$ cat src/rtl/psd_pkg.sv
// Constants for the peripheral space decoder.
// Assumes a 24-bit CPU address and 16-bit register data.
package psd_pkg;
    localparam logic [15:0] PSD_ENABLE_ADDR  = 16'hf024;
    localparam logic [7:0]  PSD_ENABLE_SHORT = 8'h12;
    localparam logic [15:0] PSD_ENABLE_RESET = 16'h0005;
    localparam logic [15:0] PSD_ENABLE_MASK  = 16'h07df;
    localparam int PSD_B_CAN1  = 0;
    localparam int PSD_B_CAN2  = 1;
    localparam int PSD_B_XRAM1 = 2;
    localparam int PSD_B_XRAM2 = 3;
    localparam int PSD_B_RTC   = 4;
    localparam int PSD_B_PWM   = 6;
    localparam int PSD_B_ASC   = 7;
    localparam int PSD_B_SSC   = 8;
    localparam int PSD_B_I2C   = 9;
    localparam int PSD_B_MISC  = 10;
    localparam int PSD_NWIN    = 10;
    // Window bases and ends, indexed as target selects
    localparam logic [23:0] PSD_CAN_LO   = 24'h00ec00;
    localparam logic [23:0] PSD_CAN_HI   = 24'h00efff;
    localparam logic [23:0] PSD_XRAM1_LO = 24'h00e000;
    localparam logic [23:0] PSD_XRAM1_HI = 24'h00e7ff;
    localparam logic [23:0] PSD_XRAM2_LO = 24'h0f0000;
    localparam logic [23:0] PSD_XRAM2_HI = 24'h0fffff;
    localparam logic [23:0] PSD_RTC_LO   = 24'h00ed00;
    localparam logic [23:0] PSD_RTC_HI   = 24'h00edff;
    localparam logic [23:0] PSD_PWM_LO   = 24'h00ec00;
    localparam logic [23:0] PSD_PWM_HI   = 24'h00ecff;
    localparam logic [23:0] PSD_ASC_LO   = 24'h00e900;
    localparam logic [23:0] PSD_ASC_HI   = 24'h00e9ff;
    localparam logic [23:0] PSD_SSC_LO   = 24'h00e800;
    localparam logic [23:0] PSD_SSC_HI   = 24'h00e8ff;
    localparam logic [23:0] PSD_I2C_LO   = 24'h00ea00;
    localparam logic [23:0] PSD_I2C_HI   = 24'h00eaff;
    localparam logic [23:0] PSD_MISC_LO  = 24'h00eb00;
    localparam logic [23:0] PSD_MISC_HI  = 24'h00ebff;
    localparam logic [23:0] PSD_SHARED_LO = 24'h00e800;
    localparam logic [23:0] PSD_SHARED_HI = 24'h00efff;
endpackage : psd_pkg

$ cat src/rtl/psd_window.sv
// One address window compare with enable gate.
// Assumes address and bounds in the same clock domain.
`timescale 1ns/10ps
module psd_window
    import psd_pkg::*;
#(
    parameter logic [23:0] LO = 24'h000000,
    parameter logic [23:0] HI = 24'h000000
)
(
    // Access
    input  wire logic [23:0] addr,
    input  wire logic        en,
    // Result
    output logic             hit,
    output logic             sel
);
    assign hit = (addr >= LO) && (addr <= HI);
    assign sel = hit && en;
endmodule : psd_window

$ cat src/rtl/psd_decoder.sv
// Enable register and address steering for the extension peripherals.
// Assumes a single-cycle CPU access strobe on SYS_CLK; outputs are
// registered, so each access's route appears one cycle after its strobe.
`timescale 1ns/10ps
module psd_decoder
    import psd_pkg::*;
(
    // Clock and reset
    input  wire logic        SYS_CLK,
    input  wire logic        RST_N,
    // Mode inputs from system configuration
    input  wire logic        GLOBAL_EXT_PERIPH_ENABLE,
    input  wire logic        EMULATION_MODE,
    // Register port (extended special register space)
    input  wire logic        REG_WR,
    input  wire logic        REG_RD,
    input  wire logic [15:0] REG_ADDR,
    input  wire logic [15:0] REG_WDATA,
    output logic      [15:0] REG_RDATA,
    // CPU access to be steered
    input  wire logic        ACC_VALID,
    input  wire logic [23:0] ACC_ADDR,
    // Routes
    output logic             SEL_CAN1,
    output logic             SEL_CAN2,
    output logic             SEL_XRAM1,
    output logic             SEL_XRAM2,
    output logic             SEL_RTC,
    output logic             SEL_PWM,
    output logic             SEL_ASC,
    output logic             SEL_SSC,
    output logic             SEL_I2C,
    output logic             SEL_MISC,
    output logic             SEL_EXTERNAL,
    // Pin ownership, high where the pin is free as general I/O
    output logic      [10:0] PIN_GPIO_FREE
);

    logic [15:0] enable_reg;
    logic [15:0] enable_next;
    logic [15:0] rdata_reg;
    logic [15:0] rdata_next;
    logic [15:0] eff_en;
    logic        reg_hit;

    // Emulation overrides the effective enables, not the stored value itself
    assign eff_en  = EMULATION_MODE ? PSD_ENABLE_MASK : enable_reg;
    assign reg_hit = (REG_ADDR == PSD_ENABLE_ADDR);

    always_comb
    begin
        enable_next = enable_reg;
        if (REG_WR && reg_hit && !GLOBAL_EXT_PERIPH_ENABLE)
        begin
            // Reserved positions kept zero even if software slips
            enable_next = REG_WDATA & PSD_ENABLE_MASK;
        end
        rdata_next = rdata_reg;
        if (REG_RD)
        begin
            rdata_next = reg_hit ? eff_en : 16'h0000;
        end
    end

    always_ff @(posedge SYS_CLK or negedge RST_N)
    begin
        if (!RST_N)
        begin
            enable_reg <= PSD_ENABLE_RESET;
            rdata_reg  <= 16'h0000;
        end
        else
        begin
            enable_reg <= enable_next;
            rdata_reg  <= rdata_next;
        end
    end
    assign REG_RDATA = rdata_reg;

    // Window compares, each gated by its effective enable
    logic [PSD_NWIN-1:0] hit;
    logic [PSD_NWIN-1:0] sel;
    logic [PSD_NWIN-1:0] win_en;
    assign win_en = {eff_en[PSD_B_MISC], eff_en[PSD_B_I2C],
                     eff_en[PSD_B_SSC],  eff_en[PSD_B_ASC],
                     eff_en[PSD_B_PWM],  eff_en[PSD_B_RTC],
                     eff_en[PSD_B_XRAM2], eff_en[PSD_B_XRAM1],
                     eff_en[PSD_B_CAN2], eff_en[PSD_B_CAN1]};

    psd_window #(.LO(PSD_CAN_LO), .HI(PSD_CAN_HI)) u_can1
    (
        .addr(ACC_ADDR), .en(win_en[0]), .hit(hit[0]), .sel(sel[0])
    );
    psd_window #(.LO(PSD_CAN_LO), .HI(PSD_CAN_HI)) u_can2
    (
        .addr(ACC_ADDR), .en(win_en[1]), .hit(hit[1]), .sel(sel[1])
    );
    psd_window #(.LO(PSD_XRAM1_LO), .HI(PSD_XRAM1_HI)) u_xram1
    (
        .addr(ACC_ADDR), .en(win_en[2]), .hit(hit[2]), .sel(sel[2])
    );
    psd_window #(.LO(PSD_XRAM2_LO), .HI(PSD_XRAM2_HI)) u_xram2
    (
        .addr(ACC_ADDR), .en(win_en[3]), .hit(hit[3]), .sel(sel[3])
    );
    psd_window #(.LO(PSD_RTC_LO), .HI(PSD_RTC_HI)) u_rtc
    (
        .addr(ACC_ADDR), .en(win_en[4]), .hit(hit[4]), .sel(sel[4])
    );
    psd_window #(.LO(PSD_PWM_LO), .HI(PSD_PWM_HI)) u_pwm
    (
        .addr(ACC_ADDR), .en(win_en[5]), .hit(hit[5]), .sel(sel[5])
    );
    psd_window #(.LO(PSD_ASC_LO), .HI(PSD_ASC_HI)) u_asc
    (
        .addr(ACC_ADDR), .en(win_en[6]), .hit(hit[6]), .sel(sel[6])
    );
    psd_window #(.LO(PSD_SSC_LO), .HI(PSD_SSC_HI)) u_ssc
    (
        .addr(ACC_ADDR), .en(win_en[7]), .hit(hit[7]), .sel(sel[7])
    );
    psd_window #(.LO(PSD_I2C_LO), .HI(PSD_I2C_HI)) u_i2c
    (
        .addr(ACC_ADDR), .en(win_en[8]), .hit(hit[8]), .sel(sel[8])
    );
    psd_window #(.LO(PSD_MISC_LO), .HI(PSD_MISC_HI)) u_misc
    (
        .addr(ACC_ADDR), .en(win_en[9]), .hit(hit[9]), .sel(sel[9])
    );

    // Shared range stays internal while any shared module is on, so a
    // hole inside it simply gets no answer rather than going off-chip.
    logic any_shared;
    logic in_shared;
    logic to_ext;
    assign any_shared = eff_en[PSD_B_CAN1] | eff_en[PSD_B_CAN2]
                      | eff_en[PSD_B_RTC]  | eff_en[PSD_B_PWM]
                      | eff_en[PSD_B_ASC]  | eff_en[PSD_B_SSC]
                      | eff_en[PSD_B_I2C]  | eff_en[PSD_B_MISC];
    assign in_shared  = (ACC_ADDR >= PSD_SHARED_LO)
                      && (ACC_ADDR <= PSD_SHARED_HI);
    always_comb
    begin
        to_ext = 1'b1;
        if (|sel)
        begin
            to_ext = 1'b0;
        end
        else if (in_shared && any_shared)
        begin
            to_ext = 1'b0;
        end
    end

    // Registered route strobes, fresh per access from live enables
    logic [PSD_NWIN-1:0] sel_reg;
    logic [PSD_NWIN-1:0] sel_next;
    logic                ext_reg;
    logic                ext_next;
    logic [10:0]         pins_reg;
    logic [10:0]         pins_next;

    always_comb
    begin
        sel_next  = ACC_VALID ? sel : '0;
        ext_next  = ACC_VALID && to_ext;
        pins_next = ~eff_en[10:0];
        pins_next[5] = 1'b0;
    end

    always_ff @(posedge SYS_CLK or negedge RST_N)
    begin
        if (!RST_N)
        begin
            sel_reg  <= '0;
            ext_reg  <= 1'b0;
            pins_reg <= ~PSD_ENABLE_RESET[10:0] & PSD_ENABLE_MASK[10:0];
        end
        else
        begin
            sel_reg  <= sel_next;
            ext_reg  <= ext_next;
            pins_reg <= pins_next;
        end
    end

    assign SEL_CAN1      = sel_reg[0];
    assign SEL_CAN2      = sel_reg[1];
    assign SEL_XRAM1     = sel_reg[2];
    assign SEL_XRAM2     = sel_reg[3];
    assign SEL_RTC       = sel_reg[4];
    assign SEL_PWM       = sel_reg[5];
    assign SEL_ASC       = sel_reg[6];
    assign SEL_SSC       = sel_reg[7];
    assign SEL_I2C       = sel_reg[8];
    assign SEL_MISC      = sel_reg[9];
    assign SEL_EXTERNAL  = ext_reg;
    assign PIN_GPIO_FREE = pins_reg;

    // Register checks
    reset_value_a: assert property (@(posedge SYS_CLK)
        $rose(RST_N) |-> enable_reg == PSD_ENABLE_RESET)
        else $error("enable register not at reset value");
    frozen_reg_a: assert property (@(posedge SYS_CLK)
        disable iff (!RST_N)
        GLOBAL_EXT_PERIPH_ENABLE |=> $stable(enable_reg))
        else $error("enable register changed while frozen");
    emul_force_a: assert property (@(posedge SYS_CLK)
        disable iff (!RST_N)
        EMULATION_MODE && REG_RD && reg_hit |=> REG_RDATA == PSD_ENABLE_MASK)
        else $error("emulation did not force enables");
    reserved_zero_a: assert property (@(posedge SYS_CLK)
        disable iff (!RST_N) (enable_reg & ~PSD_ENABLE_MASK) == 16'h0000)
        else $error("reserved bits set");
    write_live_a: assert property (@(posedge SYS_CLK)
        disable iff (!RST_N) REG_WR && reg_hit && !GLOBAL_EXT_PERIPH_ENABLE
        |=> enable_reg == ($past(REG_WDATA) & PSD_ENABLE_MASK))
        else $error("permitted write lost");

    // Routing checks
    can1_off_a: assert property (@(posedge SYS_CLK)
        disable iff (!RST_N) !eff_en[PSD_B_CAN1] |=> !SEL_CAN1)
        else $error("disabled first CAN selected");
    xram1_ext_a: assert property (@(posedge SYS_CLK)
        disable iff (!RST_N) ACC_VALID && hit[2] && !eff_en[PSD_B_XRAM1]
        |=> SEL_EXTERNAL && !SEL_XRAM1)
        else $error("small RAM window not external");
    xram2_ext_a: assert property (@(posedge SYS_CLK)
        disable iff (!RST_N) ACC_VALID && hit[3] && !eff_en[PSD_B_XRAM2]
        |=> SEL_EXTERNAL && !SEL_XRAM2)
        else $error("large RAM window not external");
    shared_hold_a: assert property (@(posedge SYS_CLK)
        disable iff (!RST_N) ACC_VALID && hit[4] && !eff_en[PSD_B_RTC]
        && any_shared |=> !SEL_EXTERNAL && !SEL_RTC)
        else $error("RTC window wrongly routed");
    // External only when no shared module is on at the access edge
    pwm_route_a: assert property (@(posedge SYS_CLK)
        disable iff (!RST_N) ACC_VALID && hit[5] && !eff_en[PSD_B_PWM]
        |=> !SEL_PWM && (SEL_EXTERNAL != $past(any_shared)))
        else $error("PWM window wrongly routed");
    asc_route_a: assert property (@(posedge SYS_CLK)
        disable iff (!RST_N) ACC_VALID && hit[6] && !eff_en[PSD_B_ASC]
        |=> !SEL_ASC && (SEL_EXTERNAL != $past(any_shared)))
        else $error("async serial window wrongly routed");
    ssc_route_a: assert property (@(posedge SYS_CLK)
        disable iff (!RST_N) ACC_VALID && hit[7] && !eff_en[PSD_B_SSC]
        |=> !SEL_SSC && (SEL_EXTERNAL != $past(any_shared)))
        else $error("sync serial window wrongly routed");
    i2c_route_a: assert property (@(posedge SYS_CLK)
        disable iff (!RST_N) ACC_VALID && hit[8] && !eff_en[PSD_B_I2C]
        |=> !SEL_I2C && (SEL_EXTERNAL != $past(any_shared)))
        else $error("I2C window wrongly routed");
    misc_route_a: assert property (@(posedge SYS_CLK)
        disable iff (!RST_N) ACC_VALID && hit[9] && !eff_en[PSD_B_MISC]
        |=> !SEL_MISC && (SEL_EXTERNAL != $past(any_shared)))
        else $error("misc features window wrongly routed");
    shared_ext_a: assert property (@(posedge SYS_CLK)
        disable iff (!RST_N)
        ACC_VALID && in_shared && !any_shared |=> SEL_EXTERNAL)
        else $error("shared range not external");
    emul_sel_a: assert property (@(posedge SYS_CLK)
        disable iff (!RST_N) EMULATION_MODE && ACC_VALID && hit[8] |=> SEL_I2C)
        else $error("emulation did not enable I2C");

    // Pin ownership checks
    can1_pins_a: assert property (@(posedge SYS_CLK)
        disable iff (!RST_N)
        eff_en[PSD_B_CAN1] |=> !PIN_GPIO_FREE[PSD_B_CAN1])
        else $error("enabled first CAN pins left free");
    can2_pins_a: assert property (@(posedge SYS_CLK)
        disable iff (!RST_N)
        !eff_en[PSD_B_CAN2] |=> PIN_GPIO_FREE[PSD_B_CAN2])
        else $error("second CAN pins not freed");
    i2c_pins_a: assert property (@(posedge SYS_CLK)
        disable iff (!RST_N)
        !eff_en[PSD_B_I2C] |=> PIN_GPIO_FREE[PSD_B_I2C])
        else $error("I2C pins not freed");

    // Scenario coverage
    ext_cov_c: cover property (@(posedge SYS_CLK) SEL_EXTERNAL);
    can1_cov_c: cover property (@(posedge SYS_CLK) SEL_CAN1);
    frozen_cov_c: cover property (@(posedge SYS_CLK)
        GLOBAL_EXT_PERIPH_ENABLE && REG_WR && reg_hit);
    emul_cov_c: cover property (@(posedge SYS_CLK)
        EMULATION_MODE && SEL_XRAM2);
    shared_cov_c: cover property (@(posedge SYS_CLK)
        ACC_VALID && in_shared && !any_shared);

endmodule : psd_decoder

$ cat config.mk
export PLATFORM = sky130hd
export DESIGN_NAME = psd_decoder
export DESIGN_NICKNAME = d
export VERILOG_FILES = /design/src/rtl/psd_pkg.sv /design/src/rtl/psd_window.sv /design/src/rtl/psd_decoder.sv
export SDC_FILE = /design/constraint.sdc
export NUM_CORES = 1
export LEC_CHECK = 0
export BUFFER_PORTS_ARGS = -buffer_cell sky130_fd_sc_hd__buf_2
export CORE_MARGIN = 2
export CORE_UTILIZATION = 45
export DETAILED_ROUTE_END_ITERATION = 8
export GPL_ROUTABILITY_DRIVEN = 0
export PLACE_DENSITY = 0.91
export SLEW_MARGIN = 5
export SYNTH_ARGS = -nofsm -noshare
export SYNTH_HDL_FRONTEND = slang
export SYNTH_SLANG_ARGS = --single-unit
$ cat constraint.sdc
create_clock -name SYS_CLK -period 2.25 [get_ports SYS_CLK]
set_input_delay 0.3375 -clock SYS_CLK [delete_from_list [all_inputs] [get_ports SYS_CLK]]
set_output_delay 0.3375 -clock SYS_CLK [all_outputs]
set_load 0.005 [all_outputs]
==> results of run 1 <==
-- power groups by stage --
stage | combinational (mW) | clock [mW] | sequential, mW
global route | 0.119 | 0.385 | 0.756
finish | 0.106 | 0.337 | 0.755
global placement | 0.103 | 0 | 0.768
CTS | 0.106 | 0.342 | 0.755
floorplan | 0.0365 | 0 | 0.770
detailed placement | 0.106 | 0 | 0.768
-- layout make-up --
type / count / area share
inverters: 11 / 0.0197
clock buffers: 6 / 0.0197
well taps: 46 / 0.0274
multi-input cells: 78 / 0.246
repair buffers: 79 / 0.188
flip-flops and latches: 41 / 0.494
clock inverters: 2 / 0.00476
-- final timing paths --
kind	to	slack, ps	cells past startpoint
min	PIN_GPIO_FREE[2]	90	1
min in group SYS_CLK	sel_reg[2]	220	2
max in group asynchronous	enable_reg[7]	1640	1
min reg2reg	PIN_GPIO_FREE[3]	440	1
max	sel_reg[8]	680	5
max reg2reg	SEL_EXTERNAL	1020	4
-- synth_stat cells, drive strengths merged --
library cell	n	share of area
o22ai	10	0.038
nor2	16	0.037
nor4b	1	0.0053
nor3b	1	0.0046
nand4b	1	0.0053
nor3	4	0.012
nand2	3	0.0069
nor4bb	1	0.0061
nor4	6	0.032
clkbuf	2	0.0046
o311ai	1	0.0053
and3	1	0.0038
nand2b	2	0.0076
dfrtp	31	0.47
and4	1	0.0053
conb	1	0.0023
mux2	10	0.069
buf	8	0.035
nand4	3	0.011
inv	11	0.025
dfstp	10	0.16
nand4bb	1	0.0069
nor2b	1	0.0038
or4	3	0.016
nand3	5	0.023
-- cells by family after synthesis --
| kind of cell | after synthesis |
|---|---|
| AO/OA/AOI/OAI | 11 |
| buffers and inverters | 21 |
| multiplexers | 10 |
| flip-flops | 41 |
| AND/OR/NAND/NOR | 50 |
| other | 1 |
-- worst max-delay path, delay by kind of cell --
kind          cells  cell delay, ps
buf+inv           1             110
simple gates      4            1370
-- metal layers --
| metal | routed length, µm | GRT usage |
|---|---|---|
| met4 | 42 | 0.0612 |
| met3 | 194 | 0.0651 |
| met2 | 1750 | 0.292 |
| met1 | 1460 | 0.213 |
| met5 | 0 | 0 |
-- cells in the final DEF (no fill, tap or decap), types with 2 or more instances in the layout --
| master | instances |
|---|---|
| inv_1 | 11 |
| dfstp_2 | 10 |
| nor2_1 | 16 |
| clkinv_2 | 2 |
| nand3_1 | 4 |
| conb_1 | 7 |
| nand2b_1 | 2 |
| nor3_1 | 4 |
| nand4_1 | 3 |
| clkbuf_4 | 5 |
| nand2_1 | 3 |
| or4_1 | 2 |
| o22ai_1 | 10 |
| nor4_1 | 5 |
| mux2_2 | 10 |
| buf_2 | 79 |
| dfrtp_1 | 31 |
-- stage by stage --
stage	instances	hold slack [ps]	setup WS, ps	total power [mW]	area, µm²
after global routing	263	118	582	1.26	2100
after CTS	263	99.7	696	1.20	2100
after floorplan	140	41.9	564	0.807	1660
final	263	85.2	679	1.20	2100
after global placement	255	402	380	0.871	2050
after detailed placement	255	424	328	0.875	2050
==> impl_metrics.toml, run 1 <==
[critical_path]
max_stage_delay_ps = 540
crit_slowest_cell = "or4_4"
cp.arrival_ps = 1810
path_class = "in2reg"
crit_chain = "buf_2 > or4_4 > nor4_4 > nand3_4 > nor4_1"
start_kind = "primary input"
critPathLaunch = "ACC_ADDR[16]"
required_ps = 2490
rr_startpoint = "enable_reg[6]"
cp-end-kind = "flop"
worst-path-max-fanout = 8

[global_routing]
grt-ovfl-total = 0
grt_max_degree = 42
grt_use_total = 0.177
antenna_found_initial = 0
grt_pass1_vias = 1184
grt_pass1_wl_mm = 5.45

[logic_synthesis]
synth-compound-area-share = 0.0435
synthCells = 134
synthMuxAreaShare = 0.0687
yosys.area_share.simple = 0.187
ys_types = 29
synth-seq-cells = 41
synth_warnings = 0
syn_area_per_cell_um2 = 12.2
synth_top_family_by_area = "simple AND/OR/NAND/NOR gates"
synth-seq-area-share = 0.634
synth_area_um2 = 1640
synth-adder-area-share = 0
synth_xor_area_frac = 0

[routing]
antenna_left = 0
vias = 1260
viasPerCell = 4.79
drt_wl_total_mm = 3.45
drc = 0
first_pass_iters = 4
drt-initial-drc-count = 89
wl_per_cell_um = 13.1

[sta]
fin_crit_sh = 0.698
finalSetupViolations = 0
hold_viol = 0
rsz0062_at_grt = "false"
post-route-min-period_ps = 1570
worstMarginPinSlew_ps = 842
relSlewSlack = 0.439
maxSlewViolCount = 0
clock.fmax_mhz = 637
skew_ps = 4.11
fin_tns_setup_ps = 0

[power]
p_switching_mw = 0.280
clockPowerShare = 0.281
internal_power_mw = 0.918
seq_power_share = 0.630
power_per_cell_area_nw_per_um2 = 570
comb_power_share = 0.089
p_leak_nw = 1.08
switching_share = 0.234
ir_drop_uv = 248

[clock_tree]
post_cts_buffers = 0
clk_pin_slew_ps = 110
clockBufferDepth = 2
cts_tree = "yes"
cts.repair.resized = 0
insertion_delay_ps = 340
htree_levels = 2
cts.sinks = 41
clock-root-buffer = "clkbuf_4"
cts_buffers = 5
hold_buffers = 0

[final_layout]
area_growth_pct = 28.2
multi_input_area_um2 = 517
diodes = 0
fin_nets = 279
layout-drive-gt1-share = 0.502
seq_area_um2 = 1040
fillers = 273
utilization = 0.615

[floorplan]
die_h_um = 64.4
row_count = 21
start_util = 0.480
die_x_um = 64.4
fp.coreArea_um2 = 3420
io_pins = 101
die-area_um2 = 4140

[outcome]
outcome = "finished, final reports clean"

[placed_design]
dp_hpwl_mm = 2.79
numPortBuffers = 79

[hold_path]
hp-class = "in2async"

[flow_run]
maxCapViolCount = 0
Power figures use the tool's default switching activity.
==> run 2: changes to the inputs <==
--- a/config.mk
+++ b/config.mk
@@ -7,10 +7,10 @@
 export LEC_CHECK = 0
 export BUFFER_PORTS_ARGS = -buffer_cell sky130_fd_sc_hd__buf_2
 export CORE_MARGIN = 2
-export CORE_UTILIZATION = 45
+export CORE_UTILIZATION = 42
 export DETAILED_ROUTE_END_ITERATION = 8
 export GPL_ROUTABILITY_DRIVEN = 0
-export PLACE_DENSITY = 0.91
+export PLACE_DENSITY = 0.87
 export SLEW_MARGIN = 5
 export SYNTH_ARGS = -nofsm -noshare
 export SYNTH_HDL_FRONTEND = slang
==> constraint.sdc (replaced) <==
create_clock -name SYS_CLK -period 1.45 [get_ports SYS_CLK]
set_input_delay 0.2175 -clock SYS_CLK [delete_from_list [all_inputs] [get_ports SYS_CLK]]
set_output_delay 0.2175 -clock SYS_CLK [all_outputs]
set_load 0.005 [all_outputs]
==> impl_metrics.toml, run 2 (synthesized netlist as in run 1, its figures left out) <==
[critical_path]
required_ps = 1640
path_buf_inv = 1
cp.arrival_ps = 1680
path_delay_family = "simple AND/OR/NAND/NOR gates"
worst-path-max-fanout = 8
crit_chain = "buf_6 > or4_4 > nor4_4 > nand3_4 > nor4bb_2"
r2r-end = "SEL_EXTERNAL"
start_kind = "primary input"
rr_startpoint = "enable_reg[6]"
r2r_slack_ps = 130
path_class = "in2reg"
crit_slowest_cell = "or4_4"
max_stage_delay_ps = 540
rr_worst_depth = 4
cp-end-kind = "flop"

[clock_tree]
clock-root-buffer = "clkbuf_8"
htree_levels = 2
cts_buffers = 5
clk_pin_slew_ps = 80
cts_tree = "yes"
insertion_delay_ps = 290
clockBufferDepth = 2
cts.sinks = 41

[final_layout]
seq_area_um2 = 1040
multi_input_area_um2 = 536
layout.cells.non_filler = 273
area_growth_pct = 37.3
fin_nets = 287
diodes = 0
layout-drive-gt1-share = 0.533
mostFrequentLayoutCells = "78 x buf_2, 31 x dfrtp_1, 16 x nor2_1"
layout_commonest_cell = "buf_2"
fillers = 324

[sta]
post-route-min-period_ps = 1490
rsz0062_at_grt = "true"
clock.fmax_mhz = 671
skew_ps = 2.74
worst_slack_ps = -39.9
fin_crit_sh = 1.03
hold_viol = 0
finalSetupViolations = 3
maxSlewViolCount = 0

[hold_path]
hp-class = "in2reg"
worstHoldStart = "REG_WDATA[0]"
min_path_cells = 2
min_to = "enable_reg[0]"

[placed_design]
post-place-ws_ps = -330
dp_hpwl_mm = 2.89
dp_cells = 262
numPortBuffers = 79

[floorplan]
die_h_um = 66.5
start_util = 0.441
die_x_um = 66.5
die-area_um2 = 4420
io_pins = 101
fp.coreArea_um2 = 3720
row_count = 22

[routing]
drt_wl_total_mm = 3.72
wl_met1_mm = 1.42
viasPerCell = 4.77
antenna_left = 0
met2_length_mm = 1.93
wl_per_cell_um = 13.6
drt-initial-drc-count = 66
drc = 0
top_layer = "met4"
dr_wl_met3_um = 268
first_pass_iters = 4
vias = 1303

[global_routing]
grt_pass1_wl_mm = 5.75
grt_pass1_vias = 1288
grt_max_degree = 24
grt_use_total = 0.182
grt-ovfl-total = 0
antenna_found_initial = 0

[outcome]
violations = "negative setup slack"
outcome = "complete, but fails checks"

[flow_run]
maxCapViolCount = 0

[power]
p_leak_nw = 1.14
ir_drop_uv = 367
power_per_cell_area_nw_per_um2 = 922
## run 2: cell types whose count changed in the layout (fill, tap and decap cells not counted), moves of 2 or more
| cell | before | now |
|---|---|---|
| nor4_1 | 5 | 3 |
| buf_4 | 0 | 5 |
| clkbuf_8 | 0 | 5 |
| nor4_2 | 0 | 2 |
| clkbuf_4 | 5 | 0 |
| buf_12 | 0 | 2 |
## run 2: power by group
group          internal, mW  switching [mW]
registers              1.17         0.00354
logic                0.0851          0.0957
clock network         0.332           0.391
total                  1.58           0.490
## run 2: layout make-up
| class | count | area share |
|---|---|---|
| Inverter | 11 | 0.0183 |
| Multi-Input combinational cell | 78 | 0.238 |
| Timing Repair Buffer | 87 | 0.217 |
| Sequential cell | 41 | 0.461 |
| Tap cell | 48 | 0.0267 |
| Clock buffer | 5 | 0.0306 |
| Clock inverter | 3 | 0.00778 |
## run 2: layer usage
| layer | global-route usage | vias up |
|---|---|---|
| li1 | - | 638 |
| met5 | 0 | - |
| met2 | 0.300 | 43 |
| met1 | 0.195 | 613 |
| met3 | 0.0760 | 9 |
| met4 | 0.102 | 0 |
## run 2: worst max-delay path by stage
stage	endpoint	depth (start not counted)	startpoint	slack, ps
after global placement	sel_reg[6]	5	ACC_ADDR[16]	-280
after global routing	sel_reg[0]	5	ACC_ADDR[16]	-80
after floorplan	SEL_EXTERNAL	4	ACC_ADDR[16]	-120
final	sel_reg[0]	5	ACC_ADDR[16]	-40
after detailed placement	sel_reg[0]	5	ACC_ADDR[16]	-330
after CTS	sel_reg[0]	5	ACC_ADDR[16]	3
## run 2: worst reg2reg max path: stages (launching register included)
cell and delay [ps]:
dfrtp_1 400, nor4_1 400, nand4_1 140, o311ai_0 110
and3_1 210
## run 2: per-stage QoR
step / utilization / hold slack [ps] / setup TNS, ps / power, mW / area, µm²
finish: 0.606 / 152 / -56.5 / 2.07 / 2250
global route: 0.606 / 143 / -225 / 2.18 / 2250
CTS: 0.597 / 140 / 0 / 2.09 / 2220
detailed placement: 0.569 / 178 / -3890 / 1.37 / 2110
global placement: 0.569 / 175 / -2980 / 1.36 / 2110
floorplan: - / -78.1 / -597 / 1.25 / 1660
## run 2: repair_timing
action / CTS / global route
buffers inserted: 0 / 2
resized for setup: 1 / 3
pin swaps: 0 / 1
hold buffers: 1 / 0
hold endpoints to repair: 13 / 0
endpoints found under the setup margin: 1 / 5
